==> src/vector_irq_pkg.sv <==
// Purpose: Shared constants and types for the vectored interrupt controller
// Assumes: APB slave, 32-bit data, word-aligned registers
// Notes:   Source control fields are per channel: level in [2:0], mode [7:6]
package vector_irq_pkg;
   localparam int          NUM_CH         = 32;
   localparam int          NUM_LVL        = 8;
   localparam logic [11:0] SCR_BASE       = 12'h000;
   localparam logic [11:0] RAW_STAT_OFF   = 12'h100;
   localparam logic [11:0] ACT_STAT_OFF   = 12'h104;
   localparam logic [11:0] PEND_STAT_OFF  = 12'h108;
   localparam logic [11:0] ENCODE_OFF     = 12'h10c;
   localparam logic [11:0] SRC_NUM_OFF    = 12'h110;
   localparam logic [11:0] MASK_STATE_OFF = 12'h114;
   localparam logic [11:0] OUT_STAT_OFF   = 12'h118;
   localparam logic [11:0] MASK_EN_OFF    = 12'h120;
   localparam logic [11:0] MASK_DIS_OFF   = 12'h124;
   localparam logic [11:0] SRC_SET_OFF    = 12'h128;
   localparam logic [11:0] SRC_CLR_OFF    = 12'h12c;
   localparam logic [11:0] END_SERV_OFF   = 12'h130;
   localparam logic [7:0]  SCR_RESET      = 8'h47;
   localparam int          LVL_LSB        = 0;
   localparam int          MODE_LSB       = 6;
   localparam logic [31:0] RESERVED_CH    = 32'h01a0_01b1;
   localparam logic [31:0] MASK_RESET     = 32'h0000_0000;

   typedef enum logic [1:0] {
      SENSE_LOW  = 2'h0,
      SENSE_HIGH = 2'h1,
      SENSE_FALL = 2'h2,
      SENSE_RISE = 2'h3
   } sense_e;

   typedef struct packed {
      logic        sel;
      logic        enable;
      logic        write;
      logic [11:0] addr;
      logic [31:0] wdata;
   } apb_req_s;
endpackage

==> src/vector_irq_ctrl.sv <==
// Purpose: Vectored eight-level priority interrupt controller, APB slave
// Assumes: Sources are pins or other clocks, synchronised here
// Notes:   Zero-wait APB; debug stacking variant not provided
//
// The address map and the APB register port were left to the implementer.
`timescale 1ns/10ps
module vector_irq_ctrl (
   input  wire logic                        i_clk,
   input  wire logic                        i_rst_n,
   input  wire logic                        i_psel,
   input  wire logic                        i_penable,
   input  wire logic                        i_pwrite,
   input  wire logic [11:0]                 i_paddr,
   input  wire logic [31:0]                 i_pwdata,
   input  wire logic [vector_irq_pkg::NUM_CH-1:0] i_src,
   output logic      [31:0]                 o_prdata,
   output logic                             o_pready,
   output logic                             o_pslverr,
   output logic                             o_irq_request_n,
   output logic                             o_fast_irq_request
);
   import vector_irq_pkg::*;

   apb_req_s          req;
   logic [NUM_CH-1:0] sync1_r;
   logic [NUM_CH-1:0] sync2_r;
   logic [NUM_CH-1:0] prev_r;
   logic [7:0]        ctl [NUM_CH];
   logic [NUM_CH-1:0] mask_r;
   logic [NUM_CH-1:0] status;
   logic [NUM_CH-1:0] active;
   logic [NUM_CH-1:0] lvl0_ch;
   logic [NUM_LVL-1:0] stack_r [NUM_LVL];
   logic [3:0]        depth_r;
   logic [3:0]        cur_lvl_r;
   logic [4:0]        src_num_r;
   logic [4:0]        win_ch;
   logic [3:0]        win_lvl;
   logic              win_any;
   logic              irq_r;
   logic              access;
   logic              rd_encode;
   logic              wr_cmd;
   logic              valid_hit;
   logic [31:0]       rdata_nxt;
   logic [4:0]        scr_idx;
   logic              scr_hit;
   logic              wr_mask_en;
   logic              wr_mask_dis;
   logic              wr_src_set;
   logic              wr_src_clr;
   logic              wr_end_serv;
   logic              enc_take;

   assign req = '{sel: i_psel, enable: i_penable, write: i_pwrite,
                  addr: i_paddr, wdata: i_pwdata};
   assign access    = req.sel & req.enable;
   assign rd_encode = access & ~req.write & (req.addr == ENCODE_OFF);
   assign wr_cmd    = access & req.write;
   assign o_pready  = 1'b1;

   // Offset 0 would be channel 0, which has no source and no control word
   assign scr_idx     = req.addr[6:2];
   assign scr_hit     = (req.addr[11:7] == 5'h00) && (scr_idx != 5'h00);
   assign wr_mask_en  = wr_cmd && (req.addr == MASK_EN_OFF);
   assign wr_mask_dis = wr_cmd && (req.addr == MASK_DIS_OFF);
   assign wr_src_set  = wr_cmd && (req.addr == SRC_SET_OFF);
   assign wr_src_clr  = wr_cmd && (req.addr == SRC_CLR_OFF);
   assign wr_end_serv = wr_cmd && (req.addr == END_SERV_OFF);
   // Good encode read: IRQ still up and a winner above current level
   assign enc_take    = rd_encode && irq_r && valid_hit;

   // Source synchroniser and edge history
   always_ff @(posedge i_clk or negedge i_rst_n) begin
      if (!i_rst_n) begin
         sync1_r <= '0;
         sync2_r <= '0;
         prev_r  <= '0;
      end else begin
         sync1_r <= i_src & ~RESERVED_CH & ~32'h0000_0001;
         sync2_r <= sync1_r;
         prev_r  <= sync2_r;
      end
   end

   // One cell per channel: control word, sense decode, edge pending
   for (genvar g = 0; g < NUM_CH; g++) begin : g_chan
      chan_sense_cell u_cell (
         .i_clk       (i_clk),
         .i_rst_n     (i_rst_n),
         .i_ctl_we    (wr_cmd && scr_hit && (scr_idx == 5'(g))),
         .i_ctl_wdata (req.wdata[7:0]),
         .i_level     (sync2_r[g]),
         .i_prev      (prev_r[g]),
         .i_set       (wr_src_set && req.wdata[g]),
         .i_clr       (wr_src_clr && req.wdata[g]),
         .i_ack       (enc_take && (win_ch == 5'(g))),
         .o_ctl       (ctl[g]),
         .o_status    (status[g])
      );
      assign lvl0_ch[g] = (ctl[g][LVL_LSB+:3] == 3'h0);
   end

   assign active = status & mask_r & ~RESERVED_CH & ~32'h0000_0001;

   // Winner: lowest level, then lowest channel
   always_comb begin
      win_ch  = 5'h00;
      win_lvl = 4'h8;
      win_any = 1'b0;
      for (int c = NUM_CH-1; c >= 1; c--) begin
         if (active[c] && ({1'b0, ctl[c][LVL_LSB+:3]} <= win_lvl)) begin
            win_ch  = c[4:0];
            win_lvl = {1'b0, ctl[c][LVL_LSB+:3]};
            win_any = 1'b1;
         end
      end
   end

   // Only strictly more urgent than current level may interrupt
   assign valid_hit = win_any && (win_lvl < cur_lvl_r);

   // Mask: enable and disable touch only written bits
   always_ff @(posedge i_clk or negedge i_rst_n) begin
      if (!i_rst_n)
         mask_r <= MASK_RESET;
      else if (wr_mask_en)
         mask_r <= mask_r | req.wdata;
      else if (wr_mask_dis)
         mask_r <= mask_r & ~req.wdata;
   end

   // Level stack; depth 8 covers every level nested once
   always_ff @(posedge i_clk or negedge i_rst_n) begin
      if (!i_rst_n) begin
         depth_r   <= 4'h0;
         cur_lvl_r <= 4'h8;
         for (int i = 0; i < NUM_LVL; i++)
            stack_r[i] <= '0;
      end else if (enc_take) begin
         stack_r[depth_r[2:0]] <= {4'h0, cur_lvl_r};
         depth_r   <= depth_r + 4'h1;
         cur_lvl_r <= win_lvl;
      end else if (wr_end_serv && depth_r != 4'h0) begin
         depth_r   <= depth_r - 4'h1;
         cur_lvl_r <= stack_r[depth_r[2:0] - 3'h1][3:0];
      end
   end

   // IRQ line: dropped by encode read, raised for a more urgent winner of level 1 to 7
   always_ff @(posedge i_clk or negedge i_rst_n) begin
      if (!i_rst_n)
         irq_r <= 1'b0;
      else if (rd_encode)
         irq_r <= 1'b0;
      else
         irq_r <= valid_hit && win_lvl != 4'h0;
   end

   assign o_irq_request_n = ~irq_r;

   always_ff @(posedge i_clk or negedge i_rst_n) begin
      if (!i_rst_n)
         o_fast_irq_request <= 1'b0;
      else
         o_fast_irq_request <= |(active & lvl0_ch);
   end

   // Latched source number, kept until next encode read
   always_ff @(posedge i_clk or negedge i_rst_n) begin
      if (!i_rst_n)
         src_num_r <= 5'h00;
      else if (rd_encode)
         src_num_r <= enc_take ? win_ch : 5'h00;
   end

   // Read mux; stale IRQ or no winner yields the zero vector
   always_comb begin
      rdata_nxt = 32'h0000_0000;
      case (req.addr)
         ENCODE_OFF:
            if (irq_r && valid_hit)
               rdata_nxt = {25'h0, win_ch, 2'h0};
         RAW_STAT_OFF:   rdata_nxt = sync2_r;
         ACT_STAT_OFF:   rdata_nxt = status;
         PEND_STAT_OFF:  rdata_nxt = active;
         SRC_NUM_OFF:    rdata_nxt = {27'h0, src_num_r};
         MASK_STATE_OFF: rdata_nxt = mask_r;
         OUT_STAT_OFF:   rdata_nxt = {30'h0, irq_r, o_fast_irq_request};
         default:
            if (scr_hit)
               rdata_nxt = {24'h0, ctl[scr_idx]};
      endcase
   end

   assign o_prdata  = (access && !req.write) ? rdata_nxt : 32'h0000_0000;
   assign o_pslverr = 1'b0;
endmodule // vector_irq_ctrl

// Per-channel control word, sense decode and edge pending flag
module chan_sense_cell (
   input  wire logic       i_clk,
   input  wire logic       i_rst_n,
   input  wire logic       i_ctl_we,
   input  wire logic [7:0] i_ctl_wdata,
   input  wire logic       i_level,
   input  wire logic       i_prev,
   input  wire logic       i_set,
   input  wire logic       i_clr,
   input  wire logic       i_ack,
   output logic      [7:0] o_ctl,
   output logic            o_status
);
   import vector_irq_pkg::*;

   logic [1:0] mode;
   logic       is_edge;
   logic       edge_hit;
   logic       level_on;
   logic       pend_r;

   always_ff @(posedge i_clk or negedge i_rst_n) begin
      if (!i_rst_n)
         o_ctl <= SCR_RESET;
      else if (i_ctl_we)
         o_ctl <= i_ctl_wdata;
   end

   assign mode    = o_ctl[MODE_LSB+:2];
   assign is_edge = mode[1];

   always_comb begin
      edge_hit = 1'b0;
      level_on = 1'b0;
      case (sense_e'(mode))
         SENSE_LOW:  level_on = ~i_level;
         SENSE_HIGH: level_on = i_level;
         SENSE_FALL: edge_hit = i_prev & ~i_level;
         SENSE_RISE: edge_hit = ~i_prev & i_level;
         default:    level_on = 1'b0;
      endcase
   end

   // Hardware edge wins so an edge in the clear cycle is never lost
   always_ff @(posedge i_clk or negedge i_rst_n) begin
      if (!i_rst_n)
         pend_r <= 1'b0;
      else if (!is_edge)
         pend_r <= 1'b0;
      else if (edge_hit)
         pend_r <= 1'b1;
      else if (i_set)
         pend_r <= 1'b1;
      else if (i_clr || i_ack)
         pend_r <= 1'b0;
   end

   assign o_status = is_edge ? pend_r : level_on;
endmodule // chan_sense_cell

==> config.mk <==
export PLATFORM = sky130hd
export DESIGN_NAME = vector_irq_ctrl
export DESIGN_NICKNAME = d
export VERILOG_FILES = /design/src/vector_irq_pkg.sv /design/src/vector_irq_ctrl.sv
export SDC_FILE = /design/constraint.sdc
export NUM_CORES = 1
export LEC_CHECK = 0
export ABC_AREA = 1
export ABC_CLOCK_PERIOD_IN_PS = 25700
export CORE_MARGIN = 10
export CORE_UTILIZATION = 50
export DETAILED_ROUTE_END_ITERATION = 8
export DONT_BUFFER_PORTS = 1
export PLACE_DENSITY = 0.68
export SYNTH_ARGS = -nofsm -noshare
export SYNTH_HDL_FRONTEND = slang
export SYNTH_HIERARCHICAL = 1
export SYNTH_SLANG_ARGS = --single-unit
==> constraint.sdc <==
create_clock -name i_clk -period 25.7 [get_ports i_clk]
set_clock_uncertainty 0.1 [all_clocks]
set_input_delay 1.285 -clock i_clk [delete_from_list [all_inputs] [get_ports i_clk]]
set_output_delay 1.285 -clock i_clk [all_outputs]
set_load 0.01 [all_outputs]
==> results of run 1 <==
[cell families (layout without fill, tap and decap cells)]
family	count (synthesis)	in the layout	synth area share (%)
XOR/XNOR	3	3	0.0992
buffers and inverters	528	783	8.69
AO/OA/AOI/OAI	556	556	13.2
AND/OR/NAND/NOR	1265	1268	21.5
adder cells (fa/ha/maj)	74	74	3.52
other	2	52	0.0284
multiplexers	192	192	10.9
flip-flops	439	439	42.1
[final timing paths]
path	endpoint	slack, ps	from
max in group asynchronous	sync2_r[31]	23550	i_rst_n
worst max-delay path	o_prdata[3]	-1920	g_chan[31].u_cell/o_ctl[6]
worst min-delay path	sync2_r[22]	250	sync1_r[22]
worst min register to register	sync2_r[22]	250	sync1_r[22]
worst max register to register	g_chan[17].u_cell/pend_r	-660	g_chan[31].u_cell/o_ctl[6]
min in group asynchronous	g_chan[26].u_cell/o_ctl[0]	440	i_rst_n
[area by class of cell]
type	count	area [sq um]	share of cell area [%]
Clock buffer	77	1510	4.69
Clock inverter	15	159	0.493
Sequential cell	439	11100	34.6
Antenna cell	1	2.50	0.00776
Multi-Input combinational cell	2144	14700	45.4
Timing Repair Buffer	280	2360	7.32
Tap cell	688	861	2.67
Inverter	411	1560	4.85
[per-stage QoR]
step / hold WS, ps / area, sq um / worst slack, ps / setup TNS (ps) / utilization [%]
final: 247 / 32300 / -1920 / -26240 / 61.4
after global routing: 253 / 32300 / -3550 / -148680 / 61.4
after CTS: 249 / 30500 / -1690 / -12120 / 58.0
after detailed placement: 236 / 28400 / -1410 / -35570 / 54.1
after global placement: 232 / 28400 / -430 / -2110 / 54.1
after floorplan: 231 / 26700 / 31.2 / 0 / -
[layer usage]
metal | routed length, um | part of all wire, % | vias up | global-route usage [%]
met5 | 11 | 0.012 | - | 0
met4 | 4480 | 5.0 | 2 | 12.8
met3 | 8600 | 9.5 | 276 | 6.09
met2 | 41000 | 45 | 1046 | 41.9
met1 | 36500 | 40 | 11600 | 34.9
li1 | - | - | 10800 | -
[registers in the layout (all words and copies together), names as in the netlist, named ones only]
name and count:
sync1_r 24, irq_r 1, cur_lvl_r 4, src_num_r 5, depth_r 4, g_chan.u_cell/o_ctl 256
prev_r 24, o_fast_irq_request 1, stack_r 32, sync2_r 24, g_chan.u_cell/pend_r 32
[timing repair]
action | in CTS | in global routing
setup endpoints to repair | 74 | 75
gates cloned | 1 | 7
gates resized for setup | 58 | 295
setup buffers | 13 | 53
pin swaps | 15 | 189
[worst register-to-register path: cells and delay by family, from the launching register on]
family          cells  cell delay, ps
fa+ha+maj          24            5640
flops               1             550
compound gates     56            8060
simple gates       94            8850
buf+inv            34            3070
[cells in the final DEF (no fill, tap or decap), types with 53 or more instances in the layout]
cell	netlist	routed
sky130_fd_sc_hd__inv_1	388	357
sky130_fd_sc_hd__nand2_2	24	74
sky130_fd_sc_hd__buf_4	4	230
sky130_fd_sc_hd__a21oi_1	96	83
sky130_fd_sc_hd__o21ai_0	189	172
sky130_fd_sc_hd__dfrtp_1	310	310
sky130_fd_sc_hd__clkbuf_16	0	53
sky130_fd_sc_hd__mux2_4	192	192
sky130_fd_sc_hd__nand2_1	588	521
sky130_fd_sc_hd__dfstp_2	129	129
sky130_fd_sc_hd__nor2_1	250	227
sky130_fd_sc_hd__nand3_1	244	232
==> results, run 1 <==
- The number of search-and-repair iterations in the first detailed-routing pass is 6.
- The number of inserted filler cells in the final layout is 4,295.
- In the routed layout, each cell is associated on average with a via count of 5.84.
- At the end of routability-driven placement, the weighted congestion stood at 0.922.
- The first global-routing pass estimated 134,000 um of wire.
- For the worst setup path, the data required time is 24,310 ps.
- The later pin in the worst-skew pair is clocked with a latency of 640 ps.
- The flow ran to the end, but the final reports show violations.
- The overall overflow remaining after global route is 0.
- The H-tree generated during clock tree synthesis spans 2 levels.
- No sink is reached through more buffers than the 3 on the longest clock path.
- The via count of the first global-routing pass is 23,000.
- Setup violations remaining at the end of the flow were counted as 66.
- The first routing iteration left 2,528 violations.
- Among all cell types in the netlist, the one instantiated most often is sky130_fd_sc_hd__nand2_1.
- The number of warnings issued by yosys is 6.
- The net count of the finished layout is 3,480.
- The HPWL after detailed placement is 59,000 um.
- The clock tree from TritonCTS is built.
- The maximum number of pins on one net before global-route repair is 440.
- The area of the die is 0.0626 sq mm.
- The element type at the critical path end is a primary output.
- By count the netlist is led by sky130_fd_sc_hd__nand2_1, sky130_fd_sc_hd__inv_1, sky130_fd_sc_hd__dfrtp_1, sky130_fd_sc_hd__nor2_1, sky130_fd_sc_hd__nand3_1.
- Setup repair after global routing could not meet its margin everywhere.
- The initial antenna violation count is 2.
- The critical path launch point type is a flip-flop.
- Based on the critical path, the design can be clocked at up to 36.2 MHz.
- In this run, synthesis inferred 0 flip-flops with an integrated enable.
- The share of synthesized area occupied by flip-flops and latches is 42.1%.
- The minimum clock period is 27,620 ps.
- The clock transition at the registers of the reported paths is 60 ps.
- The die height is 250 um.
- The area share of the largest cell type after synthesis is 29.3%.
- The highest-delay cell along the critical path is sky130_fd_sc_hd__dfstp_2.
- The slew at the pin with the worst max-slew slack is 2110 ps.
- Synthesis inferred 439 register bits.
- The total buffers and inverters traversed by the critical path is 34.
- The worst slew margin relative to its limit is -40.6%.
- Once layout is complete, the cells apart from fillers number 4,055.
- The depth of the critical timing path with buffers and inverters included is 205.
- For this run, design rule violations remaining after detail routing come to 0.
- Global routing used 26.9% of the available tracks.
- The width of the die is 250 um.
- The setup path with the least slack is of type reg2out.
- Once the floorplan was initialized, standard cells occupied 50.4% of the core.
- Once detail routing completed, the nets flagged for antenna violations numbered 0.
- The checks that failed: max-slew violations, negative setup slack.
- Grouping stages by cell kind, the critical path spends the most delay in simple AND/OR/NAND/NOR gates.
- The cell count after placement is 3,890.
- The count of distinct cell types in the synthesized netlist is 65.
- The total area inside the core boundary comes to 0.0526 sq mm.
- Along the worst path, the maximum fanout reaches 7.
- The sum of routed wire length over all layers is 90,600 um.
- The cell taking the most area after synthesis is sky130_fd_sc_hd__dfrtp_1.
- The critical path's most frequent cell is sky130_fd_sc_hd__nand2_2.
- Averaged over all synthesized cells, the footprint is 8.66 sq um.
- The area of the mapped netlist is 0.0265 sq mm.
- The via count of the routed design is 23,700.
- The number of port buffers is 0.
- Counting every sink on the clock net gives 439.
- The leading register cell type out of synthesis is sky130_fd_sc_hd__dfrtp_1.
- Synthesis produced 3,059 cells.
- The floorplan has 84 rows.
- The number of pins exceeding their max-slew limit in the final report was 249.
- The share of synthesized flip-flops with an asynchronous set or reset is 100%.
- The final-report hold violation count was 0.
- On the worst path, the slowest cell contributes a delay of 550 ps.
- Data on the critical path arrives at its endpoint at 26,240 ps.
- Max-cap violations in this run came to 0.
- The fraction of final layout cells sized beyond drive strength 1 is 31.5%.
- Ranked by total cell area, the synthesized netlist is headed by sky130_fd_sc_hd__dfrtp_1, sky130_fd_sc_hd__dfstp_2, sky130_fd_sc_hd__mux2_4, sky130_fd_sc_hd__nand2_1, sky130_fd_sc_hd__inv_1.
- The worst hold path belongs to the class reg2reg.
- For this design the top-level I/O count stands at 117.
- From synthesis to final layout, the design area changed by 21.8%.
- In the final routed layout, each cell accounts on average for 22.3 um.
- The root buffer cell is sky130_fd_sc_hd__clkbuf_16.
- The worst path uses 107% of the clock period.
- The hold buffer count at cts is 0.
- The worst hold path was traced through 0 stages.
- The minimum setup slack in the final design is -1920 ps.
- The CTS buffer count is 49.
- The worst reg2reg path depth is 208.
Power of run 1 is left out: the tool's default activity adds up to more than one toggle a clock period on the data nets, which glitch-free logic cannot reach.
==> run 2: changes to the inputs <==
==> constraint.sdc (replaced) <==
create_clock -name i_clk -period 25.7 [get_ports i_clk]
set_clock_uncertainty 0.1 [all_clocks]
set_input_delay 5.14 -clock i_clk [delete_from_list [all_inputs] [get_ports i_clk]]
set_output_delay 5.14 -clock i_clk [all_outputs]
set_load 0.01 [all_outputs]
==> run 2 against run 1 <==
  * The run ends with negative setup slack left
  * Critical path depth rose by 1
  * Final area rose by 1.2%
  * Cell count rose by 1.3%
  * Via count rose by 2.5%
  * Wire length rose by 3.3%
  * Sequential share of layout area fell by 0.40 points
  * Worst setup slack got worse by 3700 ps
  * Critical endpoint unchanged
==> results, run 2 (synthesis gave the netlist of run 1 again) <==
- Result of the run: finished with violations (unchanged).
- Violations in the final reports: negative setup slack (was max-slew violations, negative setup slack).
- The flip-flop count of the largest register, all copies and words added is 256 (unchanged).
- The clock transition at the registers of the reported paths is 60 ps (about the same).
- The clock tree from TritonCTS is built (unchanged).
- The final weighted congestion in routability-driven placement is 0.992 (was 0.922).
- The root buffer cell is sky130_fd_sc_hd__clkbuf_16 (unchanged).
- The initial antenna violation count is 0 (was 2).
- The largest fanout on the critical path is 7 (unchanged).
- The CTS buffer count is 49 (unchanged).
- The final-report hold violation count came to 0 (unchanged).
- The highest-delay cell along the critical path is sky130_fd_sc_hd__dfstp_2 (unchanged).
- Largest registers: g_chan.u_cell/o_ctl (256), g_chan.u_cell/pend_r (32), stack_r (32) (unchanged).
- The signed area change from the synthesized netlist to the final layout is 23.3% (was 21.8%).
- The final net count was 3,534 (was 3,480).
- The number of search-and-repair iterations in the first detailed-routing pass is 8 (was 6).
- The clock sink total is 439 (unchanged).
- The global-route usage over all layers came to 28.2% (was 26.9%).
- The overall overflow remaining after global route is 0 (unchanged).
- The number of pins exceeding their max-slew limit in the final report was 0 (was 249).
- The top-level port count is 117 (unchanged).
- The number of buffers on the longest clock path is 3 (unchanged).
- The count of cells along the worst hold path is 0 (unchanged).
- The worst reg-to-reg setup slack was -720 ps (was -660 ps).
- The starting DRC count in detailed routing is 2,521 (was 2,528).
- The floorplan row count was 84 (unchanged).
- The worst setup path category is reg2out (unchanged).
- The critical path's most frequent cell is sky130_fd_sc_hd__nand2_2 (unchanged).
- The element type at the critical path end is a primary output (unchanged).
- The antenna diode count is 0 (was 1).
- The highest clock rate is 32.0 MHz (was 36.2 MHz).
- The die height is 250 um (unchanged).
- The minimum setup slack in the final design is -5580 ps (was -1920 ps).
- The worst reg2reg path depth was 216 (was 208).
- The fraction of final layout cells sized beyond drive strength 1 is 32.3% (was 31.5%).
- The H-tree depth reported by CTS is 2 (unchanged).
- The final hold slack was 247 ps (about the same).
- The worst endpoint data arrival time is 26,040 ps (was 26,240 ps).
- The critical path launch point type was a flip-flop (unchanged).
- The number of port buffers is 0 (unchanged).
- The sum of routed wire length over all layers is 93,500 um (was 90,600 um).
- The mean number of vias per cell came to 5.91 (was 5.84).
- The required arrival time at the worst endpoint is 20,460 ps (was 24,310 ps).
- The placed wire-length estimate is 60,800 um (was 59,000 um).
- The latest clock arrival within the worst-skew pair came to 620 ps (was 640 ps).
- The number of inserted filler cells in the final layout is 4,246 (was 4,295).
- The share of the clock period used by the worst path after layout is 122% (was 107%).
- The area of the die was 0.0626 sq mm (unchanged).
- The biggest cell delay along the critical path is 550 ps (about the same).
- The slew at the pin with the worst max-slew slack is 1350 ps (was 2110 ps).
- The via count of the routed design is 24,300 (was 23,700).
- The worst slew margin relative to its limit is 9.30% (was -40.6%).
- The global-route wire length before repair is 140,000 um (was 134,000 um).
- The leading cell type in the layout, fill and taps excluded was sky130_fd_sc_hd__nand2_1 (unchanged).
- The via count of the first global-routing pass is 23,700 (was 23,000).
- The type of the most critical hold path is reg2reg (unchanged).
- The detailed-route wire length per cell was 22.8 um (was 22.3 um).
- The maximum number of pins on one net before global-route repair came to 440 (unchanged).
- Unrepaired setup endpoints after global routing: yes (unchanged).
- The count of max-cap constraint violations is 0 (unchanged).
- The number of failing setup endpoints in the final timing report is 61 (was 66).
- The width of the die is 250 um (unchanged).
- The number of antenna-violating nets in the routed design came to 0 (unchanged).
- The core footprint was 0.0526 sq mm (unchanged).
- The largest register by flop count is g_chan.u_cell/o_ctl (unchanged).
- The starting density of the core is 50.4% (unchanged).
- The total DRC errors in the routed layout is 0 (unchanged).
- Leading cell types in the layout, fill and taps excluded: sky130_fd_sc_hd__nand2_1, sky130_fd_sc_hd__inv_1, sky130_fd_sc_hd__dfrtp_1 (unchanged).
- The minimum clock period came to 31,280 ps (was 27,620 ps).
==> run 2: cell count changes in the layout (fill, tap and decap cells not counted), moves of 5 or more <==
| cell | change |
|---|---|
| sky130_fd_sc_hd__buf_4 | +78 |
| sky130_fd_sc_hd__nand2_4 | +5 |
| sky130_fd_sc_hd__a21oi_2 | -6 |
| sky130_fd_sc_hd__bufinv_16 | +5 |
| sky130_fd_sc_hd__nand2_2 | -9 |
| sky130_fd_sc_hd__a21oi_4 | +5 |
| sky130_fd_sc_hd__nor3_2 | +8 |
| sky130_fd_sc_hd__o31ai_1 | +5 |
| sky130_fd_sc_hd__nand3_2 | -5 |
| sky130_fd_sc_hd__o21ai_2 | -11 |
| sky130_fd_sc_hd__nor3_1 | -8 |
| sky130_fd_sc_hd__o21ai_0 | +11 |
| sky130_fd_sc_hd__clkbuf_8 | -8 |
| sky130_fd_sc_hd__buf_6 | -19 |
==> run 2: area by class of cell <==
cell class | instances | area [sq um] | area share, %
multi-input cells | 2143 | 14700 | 45.1
clock buffers | 65 | 1370 | 4.19
flip-flops and latches | 439 | 11100 | 34.2
well taps | 688 | 861 | 2.64
inverters | 411 | 1560 | 4.79
clock inverters | 27 | 352 | 1.08
repair buffers | 335 | 2630 | 8.07
==> run 2: what timing repair did <==
action,in CTS,in global routing
pin swaps,105,156
gates cloned,1,1
hold endpoints to repair,0,0
setup buffers,50,35
setup endpoints to repair,67,75
resized for setup,79,174
hold buffers,0,0
==> run 2: metal layers <==
layer	vias to the layer above	share of wire (%)	global-route usage, %
met1	12000	41	36.8
met2	1180	45	44.4
li1	10900	-	-
met3	292	9.7	6.46
met5	-	0	0
met4	0	4.6	11.8
==> run 2: critical path, delay by kind of cell, from the launching register on <==
family	cells	cell delay, ps
AND/OR/NAND/NOR	99	9030
flip-flops	1	550
adder cells (fa/ha/maj)	24	5610
buffers and inverters	35	3120
AO/OA/AOI/OAI	48	7020
==> run 2: path summary, 6_finish.rpt <==
path                                       startpoint                         end
max                        g_chan[31].u_cell/o_ctl[6]                 o_prdata[3]
max in group asynchronous                     i_rst_n                   prev_r[3]
min reg2reg                                sync1_r[6]                  sync2_r[6]
min                                        sync1_r[6]                  sync2_r[6]
max reg2reg                g_chan[31].u_cell/o_ctl[6]                  depth_r[3]
min in group asynchronous                     i_rst_n  g_chan[29].u_cell/o_ctl[3]
==> run 2: metrics by stage <==
stage,setup TNS (ps),instances,instance area [sq um],util [%],worst slack (ps)
global route,-150750,4108,32600,62.1,-7020
global placement,-20160,3930,29000,55.2,-4080
floorplan,-15640,3108,26900,-,-3130
detailed placement,-32940,3930,29000,55.2,-4890
CTS,-25190,4073,31500,60.0,-5070
finish,-43450,4108,32600,62.1,-5580
Power of run 2 is left out for the same reason.
